<file path="config.mk">
export PLATFORM = sky130hd
export DESIGN_NAME = iopc_top
export DESIGN_NICKNAME = d
export VERILOG_FILES = /design/src/inc/iopc_pkg.sv /design/src/inc/iopc_evt_if.sv /design/src/rtl/iopc_evt_detect.sv /design/src/rtl/iopc_top.sv
export VERILOG_INCLUDE_DIRS = /design/src /design/src/inc
export SDC_FILE = /design/constraint.sdc
export NUM_CORES = 1
export LEC_CHECK = 0
export ABC_AREA = 1
export BUFFER_PORTS_ARGS = -buffer_cell sky130_fd_sc_hd__buf_2
export CAP_MARGIN = 20
export CORE_AREA = 2 2 92 94
export CTS_CLUSTER_DIAMETER = 40
export DETAILED_ROUTE_END_ITERATION = 10
export DIE_AREA = 0 0 94 96
export GPL_TIMING_DRIVEN = 0
export PLACE_DENSITY = 0.75
export SLEW_MARGIN = 20
export SYNTH_ARGS = -nofsm -noshare
export SYNTH_HDL_FRONTEND = slang
export SYNTH_SLANG_ARGS = --single-unit
</file>
<file path="constraint.sdc">
create_clock -name i_mclk -period 1.27 [get_ports i_mclk]
set_input_delay 0.3175 -clock i_mclk [delete_from_list [all_inputs] [get_ports i_mclk]]
set_output_delay 0.3175 -clock i_mclk [all_outputs]
set_load 0.01 [all_outputs]
</file>
<file path="src/inc/iopc_consts.svh">
// register offsets, field positions and reset values of the pin control block
`ifndef IOPC_CONSTS_SVH
`define IOPC_CONSTS_SVH

// io-control register offsets
`define IOPC_OFS_PA_DIR      8'hF5
`define IOPC_OFS_PB_DIR      8'hF6
`define IOPC_OFS_PA_UPPER    8'hF8
`define IOPC_OFS_PB_CHG_EN   8'hF9
`define IOPC_OFS_PULL_DOWN   8'hFB
`define IOPC_OFS_OPEN_DRAIN  8'hFC
`define IOPC_OFS_SYS_CTRL    8'hFE
`define IOPC_OFS_IRQ_MASK    8'hFF

// field positions
`define IOPC_BIT_PH_A4       0
`define IOPC_BIT_PH_A6       1
`define IOPC_BIT_PH_A7       2
`define IOPC_BIT_PD_A5       3
`define IOPC_BIT_CHG_FLAG    1
`define IOPC_BIT_EXT_FLAG    2
`define IOPC_BIT_EDGE_SEL    7
`define IOPC_BIT_PIN_SEL     6

// reset values
`define IOPC_RST_DIR         8'hFF
`define IOPC_RST_PULL        8'hFF
`define IOPC_RST_PULL_NIB    4'hF
`define IOPC_RST_ZERO        8'h00
`define IOPC_RST_BIT         1'h0

`endif

</file>
<file path="src/inc/iopc_pkg.sv">
// types shared by the pin control block
package iopc_pkg;
  typedef logic [7:0] iopc_byte_type;
  typedef logic [3:0] iopc_nib_type;
endpackage

</file>
<file path="src/inc/iopc_evt_if.sv">
// carrier between the pin control core and its event detector
`timescale 1ns/1ps
interface iopc_evt_if;
  logic [7:0] pins;      // port b pin levels
  logic [7:0] chg_en;    // per-pin change enables
  logic       edge_sel;  // 1 rising, 0 falling
  logic       ext_sel;   // pb0 acts as interrupt pin
  logic       chg_evt;   // enabled pin changed
  logic       ext_evt;   // selected edge seen on pb0
  modport det  (input pins, chg_en, edge_sel, ext_sel,
                output chg_evt, ext_evt);
  modport core (output pins, chg_en, edge_sel, ext_sel,
                input chg_evt, ext_evt);
endinterface

</file>
<file path="src/rtl/iopc_evt_detect.sv">
// port b change and external pin edge detector
`timescale 1ns/1ps
`include "iopc_consts.svh"
module iopc_evt_detect
  import iopc_pkg::*;
(
  input  wire logic i_mclk,  // instruction clock
  input  wire logic i_rstn,  // async reset, active low
  iopc_evt_if.det   evt      // detector side of carrier
);
  // ==========================================================
  // previous sample of the pins
  iopc_byte_type prev_reg;
  iopc_byte_type prev_next;
  logic          armed_reg;
  logic          armed_next;

  // pins already synchronous; one stage of history is enough
  always_comb begin
    prev_next  = evt.pins;
    armed_next = 1'b1;
  end

  always_ff @(posedge i_mclk or negedge i_rstn) begin
    if (!i_rstn) begin
      prev_reg  <= `IOPC_RST_ZERO;
      armed_reg <= `IOPC_RST_BIT;
    end else begin
      prev_reg  <= prev_next;
      armed_reg <= armed_next;
    end
  end

  // ==========================================================
  // event decode; first cycle after reset has no history
  always_comb begin
    evt.chg_evt = armed_reg &
                  (|((evt.pins ^ prev_reg) & evt.chg_en));
    evt.ext_evt = armed_reg & evt.ext_sel &
                  (evt.edge_sel ? (evt.pins[0] & ~prev_reg[0])
                                : (~evt.pins[0] & prev_reg[0]));
  end
endmodule

</file>
<file path="src/rtl/iopc_top.sv">
// pin configuration for ports a and b, input event flags for port b
`timescale 1ns/1ps
`include "iopc_consts.svh"

module iopc_top
  import iopc_pkg::*;
(
  input  wire logic       i_mclk,            // instruction clock
  input  wire logic       i_rstn,            // async reset, active low
  input  wire logic       i_ioc_wr,          // io-control write strobe
  input  wire logic       i_ioc_rd,          // io-control read strobe
  input  wire logic [7:0] i_ioc_addr,        // io-control register offset
  input  wire logic [7:0] i_ioc_wdata,       // io-control write data
  output logic      [7:0] o_ioc_rdata,       // io-control read data
  input  wire logic       i_tmode_wr,        // timer mode register write
  input  wire logic [7:0] i_tmode_wdata,     // timer mode write data
  input  wire logic       i_isr_wr,          // status register write
  input  wire logic [7:0] i_isr_wdata,       // zero bits clear flags
  input  wire logic [7:0] i_pb_pins,         // port b pad levels
  input  wire logic [7:0] i_pb_dout,         // port b output data
  output logic      [7:0] o_pa_dir,          // 1 input, 0 output
  output logic      [7:0] o_pb_dir,          // 1 input, 0 output
  output logic      [7:0] o_pb_oe,           // port b pad drive enable
  output logic            o_pullhigh_n_a4,   // low enables pull-high
  output logic            o_pullhigh_n_a6,   // low enables pull-high
  output logic            o_pullhigh_n_a7,   // low enables pull-high
  output logic            o_pulldown_n_a5,   // low enables pull-down
  output logic      [3:0] o_pa_pulldown_n,   // a0..a3, low enables
  output logic      [3:0] o_pb_pulldown_n,   // b0..b3, low enables
  output logic      [7:0] o_pb_opendrain_en, // 1 open-drain
  output logic            o_ext_edge_select, // 1 rising, 0 falling
  output logic            o_ext_irq_pin_select, // pb0 is interrupt pin
  output logic      [7:0] o_isr_flags,       // status bits 1 and 2
  output logic            o_irq_req          // masked request to core
);
  // ==========================================================
  // register storage
  iopc_byte_type pa_dir_reg,   pa_dir_next;
  iopc_byte_type pb_dir_reg,   pb_dir_next;
  iopc_nib_type  pa_upper_reg, pa_upper_next;
  iopc_byte_type chg_en_reg,   chg_en_next;
  iopc_byte_type pull_dn_reg,  pull_dn_next;
  iopc_byte_type od_reg,       od_next;
  logic          pin_sel_reg,  pin_sel_next;
  logic          edge_reg,     edge_next;
  logic          port_b_change_mask_reg, port_b_change_mask_next;
  logic          ext_pin_irq_mask_reg,   ext_pin_irq_mask_next;
  logic          port_b_change_flag_reg, port_b_change_flag_next;
  logic          ext_pin_irq_flag_reg,   ext_pin_irq_flag_next;
  iopc_byte_type rdata_reg,    rdata_next;
  iopc_byte_type pb_oe_reg,    pb_oe_next;
  logic          irq_reg,      irq_next;

  iopc_evt_if evt ();

  // offset decode used by both write and read paths
  function automatic logic hit(input logic [7:0] addr,
                               input logic [7:0] ofs);
    hit = (addr == ofs);
  endfunction

  // ==========================================================
  // event detector
  assign evt.pins     = i_pb_pins;
  assign evt.chg_en   = chg_en_reg;
  assign evt.edge_sel = edge_reg;
  assign evt.ext_sel  = pin_sel_reg;

  iopc_evt_detect u_detect (
    .i_mclk (i_mclk),
    .i_rstn (i_rstn),
    .evt    (evt)
  );

  // ==========================================================
  // configuration registers, io-control writes
  always_comb begin
    pa_dir_next   = pa_dir_reg;
    pb_dir_next   = pb_dir_reg;
    pa_upper_next = pa_upper_reg;
    chg_en_next   = chg_en_reg;
    pull_dn_next  = pull_dn_reg;
    od_next       = od_reg;
    pin_sel_next  = pin_sel_reg;
    edge_next     = edge_reg;
    port_b_change_mask_next = port_b_change_mask_reg;
    ext_pin_irq_mask_next   = ext_pin_irq_mask_reg;
    if (i_ioc_wr) begin
      if (hit(i_ioc_addr, `IOPC_OFS_PA_DIR))
        pa_dir_next = i_ioc_wdata;
      if (hit(i_ioc_addr, `IOPC_OFS_PB_DIR))
        pb_dir_next = i_ioc_wdata;
      if (hit(i_ioc_addr, `IOPC_OFS_PA_UPPER))
        pa_upper_next = i_ioc_wdata[3:0];
      if (hit(i_ioc_addr, `IOPC_OFS_PB_CHG_EN))
        chg_en_next = i_ioc_wdata;
      if (hit(i_ioc_addr, `IOPC_OFS_PULL_DOWN))
        pull_dn_next = i_ioc_wdata;
      if (hit(i_ioc_addr, `IOPC_OFS_OPEN_DRAIN))
        od_next = i_ioc_wdata;
      if (hit(i_ioc_addr, `IOPC_OFS_SYS_CTRL))
        pin_sel_next = i_ioc_wdata[`IOPC_BIT_PIN_SEL];
      if (hit(i_ioc_addr, `IOPC_OFS_IRQ_MASK)) begin
        port_b_change_mask_next = i_ioc_wdata[`IOPC_BIT_CHG_FLAG];
        ext_pin_irq_mask_next   = i_ioc_wdata[`IOPC_BIT_EXT_FLAG];
      end
    end
    // only the edge bit of the timer mode register lives here
    if (i_tmode_wr)
      edge_next = i_tmode_wdata[`IOPC_BIT_EDGE_SEL];
  end

  always_ff @(posedge i_mclk or negedge i_rstn) begin
    if (!i_rstn) begin
      pa_dir_reg   <= `IOPC_RST_DIR;
      pb_dir_reg   <= `IOPC_RST_DIR;
      pa_upper_reg <= `IOPC_RST_PULL_NIB;
      chg_en_reg   <= `IOPC_RST_ZERO;
      pull_dn_reg  <= `IOPC_RST_PULL;
      od_reg       <= `IOPC_RST_ZERO;
      pin_sel_reg  <= `IOPC_RST_BIT;
      edge_reg     <= `IOPC_RST_BIT;
      port_b_change_mask_reg <= `IOPC_RST_BIT;
      ext_pin_irq_mask_reg   <= `IOPC_RST_BIT;
    end else begin
      pa_dir_reg   <= pa_dir_next;
      pb_dir_reg   <= pb_dir_next;
      pa_upper_reg <= pa_upper_next;
      chg_en_reg   <= chg_en_next;
      pull_dn_reg  <= pull_dn_next;
      od_reg       <= od_next;
      pin_sel_reg  <= pin_sel_next;
      edge_reg     <= edge_next;
      port_b_change_mask_reg <= port_b_change_mask_next;
      ext_pin_irq_mask_reg   <= ext_pin_irq_mask_next;
    end
  end

  // ==========================================================
  // sticky flags; a new event beats a clear in the same cycle
  always_comb begin
    port_b_change_flag_next = port_b_change_flag_reg;
    ext_pin_irq_flag_next   = ext_pin_irq_flag_reg;
    if (i_isr_wr) begin
      port_b_change_flag_next = port_b_change_flag_reg &
                                i_isr_wdata[`IOPC_BIT_CHG_FLAG];
      ext_pin_irq_flag_next   = ext_pin_irq_flag_reg &
                                i_isr_wdata[`IOPC_BIT_EXT_FLAG];
    end
    if (evt.chg_evt)
      port_b_change_flag_next = 1'b1;
    if (evt.ext_evt)
      ext_pin_irq_flag_next = 1'b1;
    // request follows the flag in the same edge, mask applied
    irq_next = (port_b_change_flag_next & port_b_change_mask_next) |
               (ext_pin_irq_flag_next & ext_pin_irq_mask_next);
  end

  always_ff @(posedge i_mclk or negedge i_rstn) begin
    if (!i_rstn) begin
      port_b_change_flag_reg <= `IOPC_RST_BIT;
      ext_pin_irq_flag_reg   <= `IOPC_RST_BIT;
      irq_reg                <= `IOPC_RST_BIT;
    end else begin
      port_b_change_flag_reg <= port_b_change_flag_next;
      ext_pin_irq_flag_reg   <= ext_pin_irq_flag_next;
      irq_reg                <= irq_next;
    end
  end

  // ==========================================================
  // pad drive enable and read-back
  always_comb begin
    // output mode drives; open-drain drives only for a zero;
    // pb0 never drives while it is the interrupt input
    pb_oe_next = ~pb_dir_next & ~(od_next & i_pb_dout);
    if (pin_sel_next)
      pb_oe_next[0] = 1'b0;
    rdata_next = rdata_reg;
    if (i_ioc_rd) begin
      rdata_next = `IOPC_RST_ZERO;                  // unmapped reads zero
      if (hit(i_ioc_addr, `IOPC_OFS_PA_DIR))     rdata_next = pa_dir_reg;
      if (hit(i_ioc_addr, `IOPC_OFS_PB_DIR))     rdata_next = pb_dir_reg;
      if (hit(i_ioc_addr, `IOPC_OFS_PA_UPPER))
        rdata_next = {4'h0, pa_upper_reg};
      if (hit(i_ioc_addr, `IOPC_OFS_PB_CHG_EN))  rdata_next = chg_en_reg;
      if (hit(i_ioc_addr, `IOPC_OFS_PULL_DOWN))  rdata_next = pull_dn_reg;
      if (hit(i_ioc_addr, `IOPC_OFS_OPEN_DRAIN)) rdata_next = od_reg;
      if (hit(i_ioc_addr, `IOPC_OFS_SYS_CTRL))
        rdata_next = {1'b0, pin_sel_reg, 6'h00};
      if (hit(i_ioc_addr, `IOPC_OFS_IRQ_MASK))
        rdata_next = {5'h00, ext_pin_irq_mask_reg,
                      port_b_change_mask_reg, 1'b0};
    end
  end

  always_ff @(posedge i_mclk or negedge i_rstn) begin
    if (!i_rstn) begin
      pb_oe_reg <= `IOPC_RST_ZERO;
      rdata_reg <= `IOPC_RST_ZERO;
    end else begin
      pb_oe_reg <= pb_oe_next;
      rdata_reg <= rdata_next;
    end
  end

  // ==========================================================
  // outputs, all straight from flops
  assign o_ioc_rdata          = rdata_reg;
  assign o_pa_dir             = pa_dir_reg;
  assign o_pb_dir             = pb_dir_reg;
  assign o_pb_oe              = pb_oe_reg;
  assign o_pullhigh_n_a4      = pa_upper_reg[`IOPC_BIT_PH_A4];
  assign o_pullhigh_n_a6      = pa_upper_reg[`IOPC_BIT_PH_A6];
  assign o_pullhigh_n_a7      = pa_upper_reg[`IOPC_BIT_PH_A7];
  assign o_pulldown_n_a5      = pa_upper_reg[`IOPC_BIT_PD_A5];
  assign o_pa_pulldown_n      = pull_dn_reg[3:0];
  assign o_pb_pulldown_n      = pull_dn_reg[7:4];
  assign o_pb_opendrain_en    = od_reg;
  assign o_ext_edge_select    = edge_reg;
  assign o_ext_irq_pin_select = pin_sel_reg;
  assign o_isr_flags          = {5'h00, ext_pin_irq_flag_reg,
                                 port_b_change_flag_reg, 1'b0};
  assign o_irq_req            = irq_reg;
endmodule

</file>
Word-level counts from Yosys, hierarchy flattened --
Index checks and enable logic that the tools add are counted.
Storage, ports and cells: flip-flop bits (word level) 76, input port bits 54, output and inout port bits 63
Operators by class: reductions and logical operators 5, bitwise operators 18, muxes and demuxes 24, equal/unequal tests 8
Operators by type and width (number):
- 8-bit 2-to-1 mux | 12
- 8-bit equality test, second input constant | 8
- 8-bit bitwise AND | 3
- 8-bit NOT | 2
- 1-bit 2-to-1 mux | 12
- 1-bit bitwise AND | 9
- 2-bit AND reduction | 4
- 8-bit OR reduction | 1
- 8-bit XOR | 1
- 1-bit NOT | 2
- 1-bit bitwise OR | 1

Depth between registers and ports, before layout --
word-level depth 9, gate-level depth with buffers 11, mapped depth without buffers 11

By module --
Synthesis repeated with hierarchy kept, for this count alone.
Unflattened totals: cell total of the unflattened synthesis 474, area total of the unflattened synthesis 3829.9 µm²
Modules (own cells, without submodules):
- iopc_top | cells each 412, seq. area each 1711.6 µm², instances 1, area an instance 3373.2 µm²
- iopc_evt_detect | cells each 62, seq. area each 225.2 µm², instances 1, area an instance 456.7 µm²

Worst setup path after synthesis --
OpenSTA, ideal clock, no wires.
kind input -> register, from input port i_ioc_addr[6], to register rdata_reg[1], in the netlist o_ioc_rdata[1], slack -0.116 ns, setup time 0.119 ns, stages on the path 10, arrival 1.267 ns, data required time 1.151 ns, cells stage by stage nand2_1 -> nor2_8 -> nand2_4 -> nor2_4 -> inv_1 -> buf_2 -> nor2_1 -> nor2_1 -> nand2_1 -> nand2_1
On the way: longest elaborated chain between the ends 9, elaborated cells on any way between the ends 16, those cells by class 8 x eq/ne; 8 x mux
RTL lines:
- from (decl) | RTL line iopc_top.sv:12 | input wire logic [7:0] i_ioc_addr,
- 8-bit equality test | RTL line iopc_top.sv:59 | hit = (addr == ofs);
- 8-bit 2-to-1 mux | RTL line iopc_top.sv:182 | if (hit(i_ioc_addr, `IOPC_OFS_PA_DIR)) rdata_next = pa_dir_reg;
- 8-bit 2-to-1 mux | RTL line iopc_top.sv:183 | if (hit(i_ioc_addr, `IOPC_OFS_PB_DIR)) rdata_next = pb_dir_reg;
- 8-bit 2-to-1 mux | RTL line iopc_top.sv:184 | if (hit(i_ioc_addr, `IOPC_OFS_PA_UPPER))
- 8-bit 2-to-1 mux | RTL line iopc_top.sv:186 | if (hit(i_ioc_addr, `IOPC_OFS_PB_CHG_EN)) rdata_next = chg_en_reg;
- 8-bit 2-to-1 mux | RTL line iopc_top.sv:187 | if (hit(i_ioc_addr, `IOPC_OFS_PULL_DOWN)) rdata_next = pull_dn_reg;
- 8-bit 2-to-1 mux | RTL line iopc_top.sv:188 | if (hit(i_ioc_addr, `IOPC_OFS_OPEN_DRAIN)) rdata_next = od_reg;
- 8-bit 2-to-1 mux | RTL line iopc_top.sv:189 | if (hit(i_ioc_addr, `IOPC_OFS_SYS_CTRL))
- 8-bit 2-to-1 mux * | RTL line iopc_top.sv:191 | if (hit(i_ioc_addr, `IOPC_OFS_IRQ_MASK))
- to (signal assigned) | RTL line iopc_top.sv:200 | rdata_reg <= `IOPC_RST_ZERO;
- to (signal assigned) | RTL line iopc_top.sv:203 | rdata_reg <= rdata_next;
- to (decl) | RTL line iopc_top.sv:50 | iopc_byte_type rdata_reg, rdata_next;
Mark *: on every way between the ends. The rest lies on a longest branch, timed or not. A chain may end at the register's enable or synchronous reset.

Worst setup path in the final report --
from register pb_dir_reg[3], in the netlist o_pb_dir[3], to output port o_pb_dir[3]
RTL lines:
- from (decl) | RTL line iopc_top.sv:39 | iopc_byte_type pb_dir_reg, pb_dir_next;
- from (signal assigned) | RTL line iopc_top.sv:116 | pb_dir_reg <= `IOPC_RST_DIR;
- from (signal assigned) | RTL line iopc_top.sv:127 | pb_dir_reg <= pb_dir_next;
- to (decl) | RTL line iopc_top.sv:22 | output logic [7:0] o_pb_dir,
No word-level cell between the ends.

==> results.sh <==
export IMPL_outcome="finished with violations"
export IMPL_violations="setup timing"
export IMPL_syn_cell_area_um2=3600
export IMPL_layout_min_cycle_time_ns=1.35
export IMPL_power_per_cell_area_nw_per_um2=1010
export IMPL_worst_setup_path_start_kind="flip-flop"
export IMPL_route_detailed_drc=0
export IMPL_layout_drive_gt1_share_pct=43.0
export IMPL_ys_top_cells_by_count="sky130_fd_sc_hd__nand2_1, sky130_fd_sc_hd__inv_1, sky130_fd_sc_hd__dfrtp_1, sky130_fd_sc_hd__o21ai_0, sky130_fd_sc_hd__nor2_1"
export IMPL_max_clock_freq_mhz=743
export IMPL_setup_slack_ns=-0.0762
export IMPL_critical_path_slowest_cell="sky130_fd_sc_hd__dfstp_2"
export IMPL_clock_path_buffers=2
export IMPL_maximum_number_of_pins_on_one_net_before_global_route_repair=56
export IMPL_number_of_buffer_and_inverter_stages_on_the_critical_path=1
export IMPL_final_nets=654
export IMPL_path_class="reg -> out"
export IMPL_synthesis_yosys_warnings=0
export IMPL_drt_wirelength_per_cell_um=15.3
export IMPL_syn_instance_count=438
export IMPL_synth_top_area_share_pct=33.4
export IMPL_cp_end_kind="primary output"
export IMPL_path_clk_slew_ns=0.07
export IMPL_detail_route_vias_per_cell=5.05
export IMPL_synth_sequential_area_ratio_pct=53.8
export IMPL_dp_final_hpwl_um=7130
export IMPL_clk_root_buffer_cell="sky130_fd_sc_hd__clkbuf_8"
export IMPL_netSwitchingFraction_pct=27.3
export IMPL_router_iterations_before_antenna_repair=5
export IMPL_power_frac_comb_pct=16.8
export IMPL_track_usage_pct=23.7
export IMPL_synth_async_reset_ratio_pct=100
export IMPL_share_clk_of_total_power_pct=32.1
export IMPL_synth_most_common_cell="sky130_fd_sc_hd__nand2_1"
export IMPL_rsz0062_at_grt="true"
export IMPL_final_core_occ_pct=65.0
export IMPL_worst_skew_pair_late_latency_ns=0.36
export IMPL_switchingPower_mw=1.45
export IMPL_timing_clock_skew_ns=0.0120
export IMPL_die_height_um=96
export IMPL_synth_cell_type_count=29
export IMPL_grt_ovfl_total=0
export IMPL_start_util_pct=44.7
export IMPL_route_antenna_remaining_nets=0
export IMPL_diodes=0
export IMPL_floorplan_die_area_um2=9020
export IMPL_antenna_found_initial=0
export IMPL_cts_made_buffers=9
export IMPL_floorplan_io_pins=117
export IMPL_core_area_um2=8050
export IMPL_count_of_standard_cell_rows=33
export IMPL_finalCritPeriodShare_pct=106
export IMPL_tritoncts="done"
export IMPL_crit_path_max_fanout=2
export IMPL_routed_wirelength_um=10800
export IMPL_timing_final_hold_violations=0
export IMPL_postSynth_topFlopCell="sky130_fd_sc_hd__dfrtp_1"
export IMPL_power_static_leakage_nw=2.75
export IMPL_critical_path_top_delay_family="flip-flops"
export IMPL_wire_length_of_the_first_global_routing_pass_um=16200
export IMPL_avgSynthCellArea_um2=8.22
export IMPL_data_arrival_time_of_the_critical_path_ns=1.03
export IMPL_multi_input_area_um2=1540
export IMPL_timing_hold_worst_class="in -> reg"
export IMPL_synth_area_leader_cell="sky130_fd_sc_hd__dfrtp_1"
export IMPL_gpl_final_weighted_congestion=0.878
export IMPL_setup_viol_count_final=29
export IMPL_maxCapViolations=0
export IMPL_cp_required_ns=0.95
export IMPL_synth_area_top_cells="sky130_fd_sc_hd__dfrtp_1, sky130_fd_sc_hd__dfstp_2, sky130_fd_sc_hd__nand2_1, sky130_fd_sc_hd__o21ai_0, sky130_fd_sc_hd__inv_1"
export IMPL_ys_seq_elements=76
export IMPL_cell_internal_pwr_mw=3.85
export IMPL_seq_power_share_pct=51.1
export IMPL_worstPathCellList="buf_6"
export IMPL_synth_enable_flop_cells=0
export IMPL_n_fill_cell=639
export IMPL_irDropWorstVdd_mv=0.610
export IMPL_numClockSinks=76
export IMPL_biggest_cell_delay_along_the_critical_path_ns=0.57
export IMPL_first_global_vias=3432
export IMPL_port_buffer_count=96
export IMPL_final_max_slew_viol_count=0
export IMPL_dieWidth_um=94
export IMPL_syn_to_final_growth_pct=45.3
export IMPL_first_iter_violations=221
export IMPL_holdWs_ns=0.0883
export IMPL_detailroute_via_count=3578
export IMPL_power_total_mw=5.29
export IMPL_final_seq_area_um2=1940
export IMPL_htree_levels=3
## area by class of cell
cell class                 instances  area share (%)
sequential                        76            37.0
multi-input combinational        296            29.4
timing repair buffer             146            21.5
inverter                          55            4.02
clock buffer                      14            3.11
tap                              105            2.51
buffer                            14            2.32
clock inverter                     2           0.191
## power by group through the flow
| stage | Clock [mW] | Combinational (mW) | Sequential, mW |
|---|---|---|---|
| after detailed placement | 0 | 0.668 | 2.74 |
| final | 1.70 | 0.889 | 2.71 |
| after floorplan | 0 | 0.286 | 2.78 |
| after CTS | 1.71 | 0.821 | 2.70 |
| after global placement | 0 | 0.638 | 2.74 |
| after global routing | 1.84 | 0.979 | 2.72 |
## worst register-to-register path, delay by kind of cell, from the launching register on
family / cells / cell delay (ns)
simple gates: 6 / 0.40
flops: 1 / 0.39
compound gates: 1 / 0.07
fa+ha+maj: 1 / 0.27
## metrics by stage
stage	setup TNS (ns)	setup WS, ns	cells	cell area (µm²)
CTS	-1.73	-0.0816	691	4920
finish	-1.68	-0.0762	708	5230
global placement	-50.45	-0.561	644	4280
global route	-3.11	-0.109	708	5230
detailed placement	-20.34	-0.436	645	4310
floorplan	-0.447	-0.0436	443	3660
## kinds of logic after synthesis
group / share of synthesized area (%)
compound gates: 9.97
xor+xnor: 0.487
fa+ha+maj: 0.695
buf+inv: 9.07
flops: 53.8
other cells: 0.209
simple gates: 25.8
## final timing paths
| kind | from | endpoint | slack [ns] | depth (start not counted) |
|---|---|---|---|---|
| max | o_pb_dir[3] | o_pb_dir[3] | -0.08 | 1 |
| min | i_pb_pins[3] | u_detect.prev_reg[3] | 0.09 | 1 |
| max reg2reg | u_detect.prev_reg[0] | o_irq_req | 0.04 | 8 |
| min reg2reg | o_ioc_rdata[5] | o_ioc_rdata[5] | 0.49 | 2 |
| max in group asynchronous | i_rstn | o_pa_dir[1] | 0.26 | 3 |
| min in group asynchronous | i_rstn | o_pb_opendrain_en[7] | 0.40 | 2 |
## cells in the final DEF (no fill, tap or decap), drive strengths merged
cell and n:
nor2 35, dfrtp 48, o211ai 2, nand2 152
inv 54, nor4 1, clkinvlp 1, ha 2
o21ai 56, clkinv 2, o22ai 1, dfstp 28
a21oi 9, conb 7, nand4 3, xor2 2
or2 4, nand3b 4, buf 156, clkbuf 17
dlygate4sd3 1, nand3 17, o21a 1
## layer usage
| layer | track usage (%) | routed length (µm) | vias up |
|---|---|---|---|
| li1 | - | - | 1678 |
| met1 | 29.1 | 4400 | 1715 |
| met2 | 39.6 | 5360 | 159 |
| met4 | 9.90 | 248 | 0 |
| met3 | 6.26 | 797 | 26 |
| met5 | 0 | 0 | - |
## repair_timing
item	4_1_cts	5_1_grt
buffers inserted	31	15
endpoints found under the setup margin	48	71
pin swaps	7	23
cloned	0	2
hold buffers	1	0
endpoints found under the hold margin	12	0
gates resized for setup	40	68
Power figures use the tool's default switching activity.
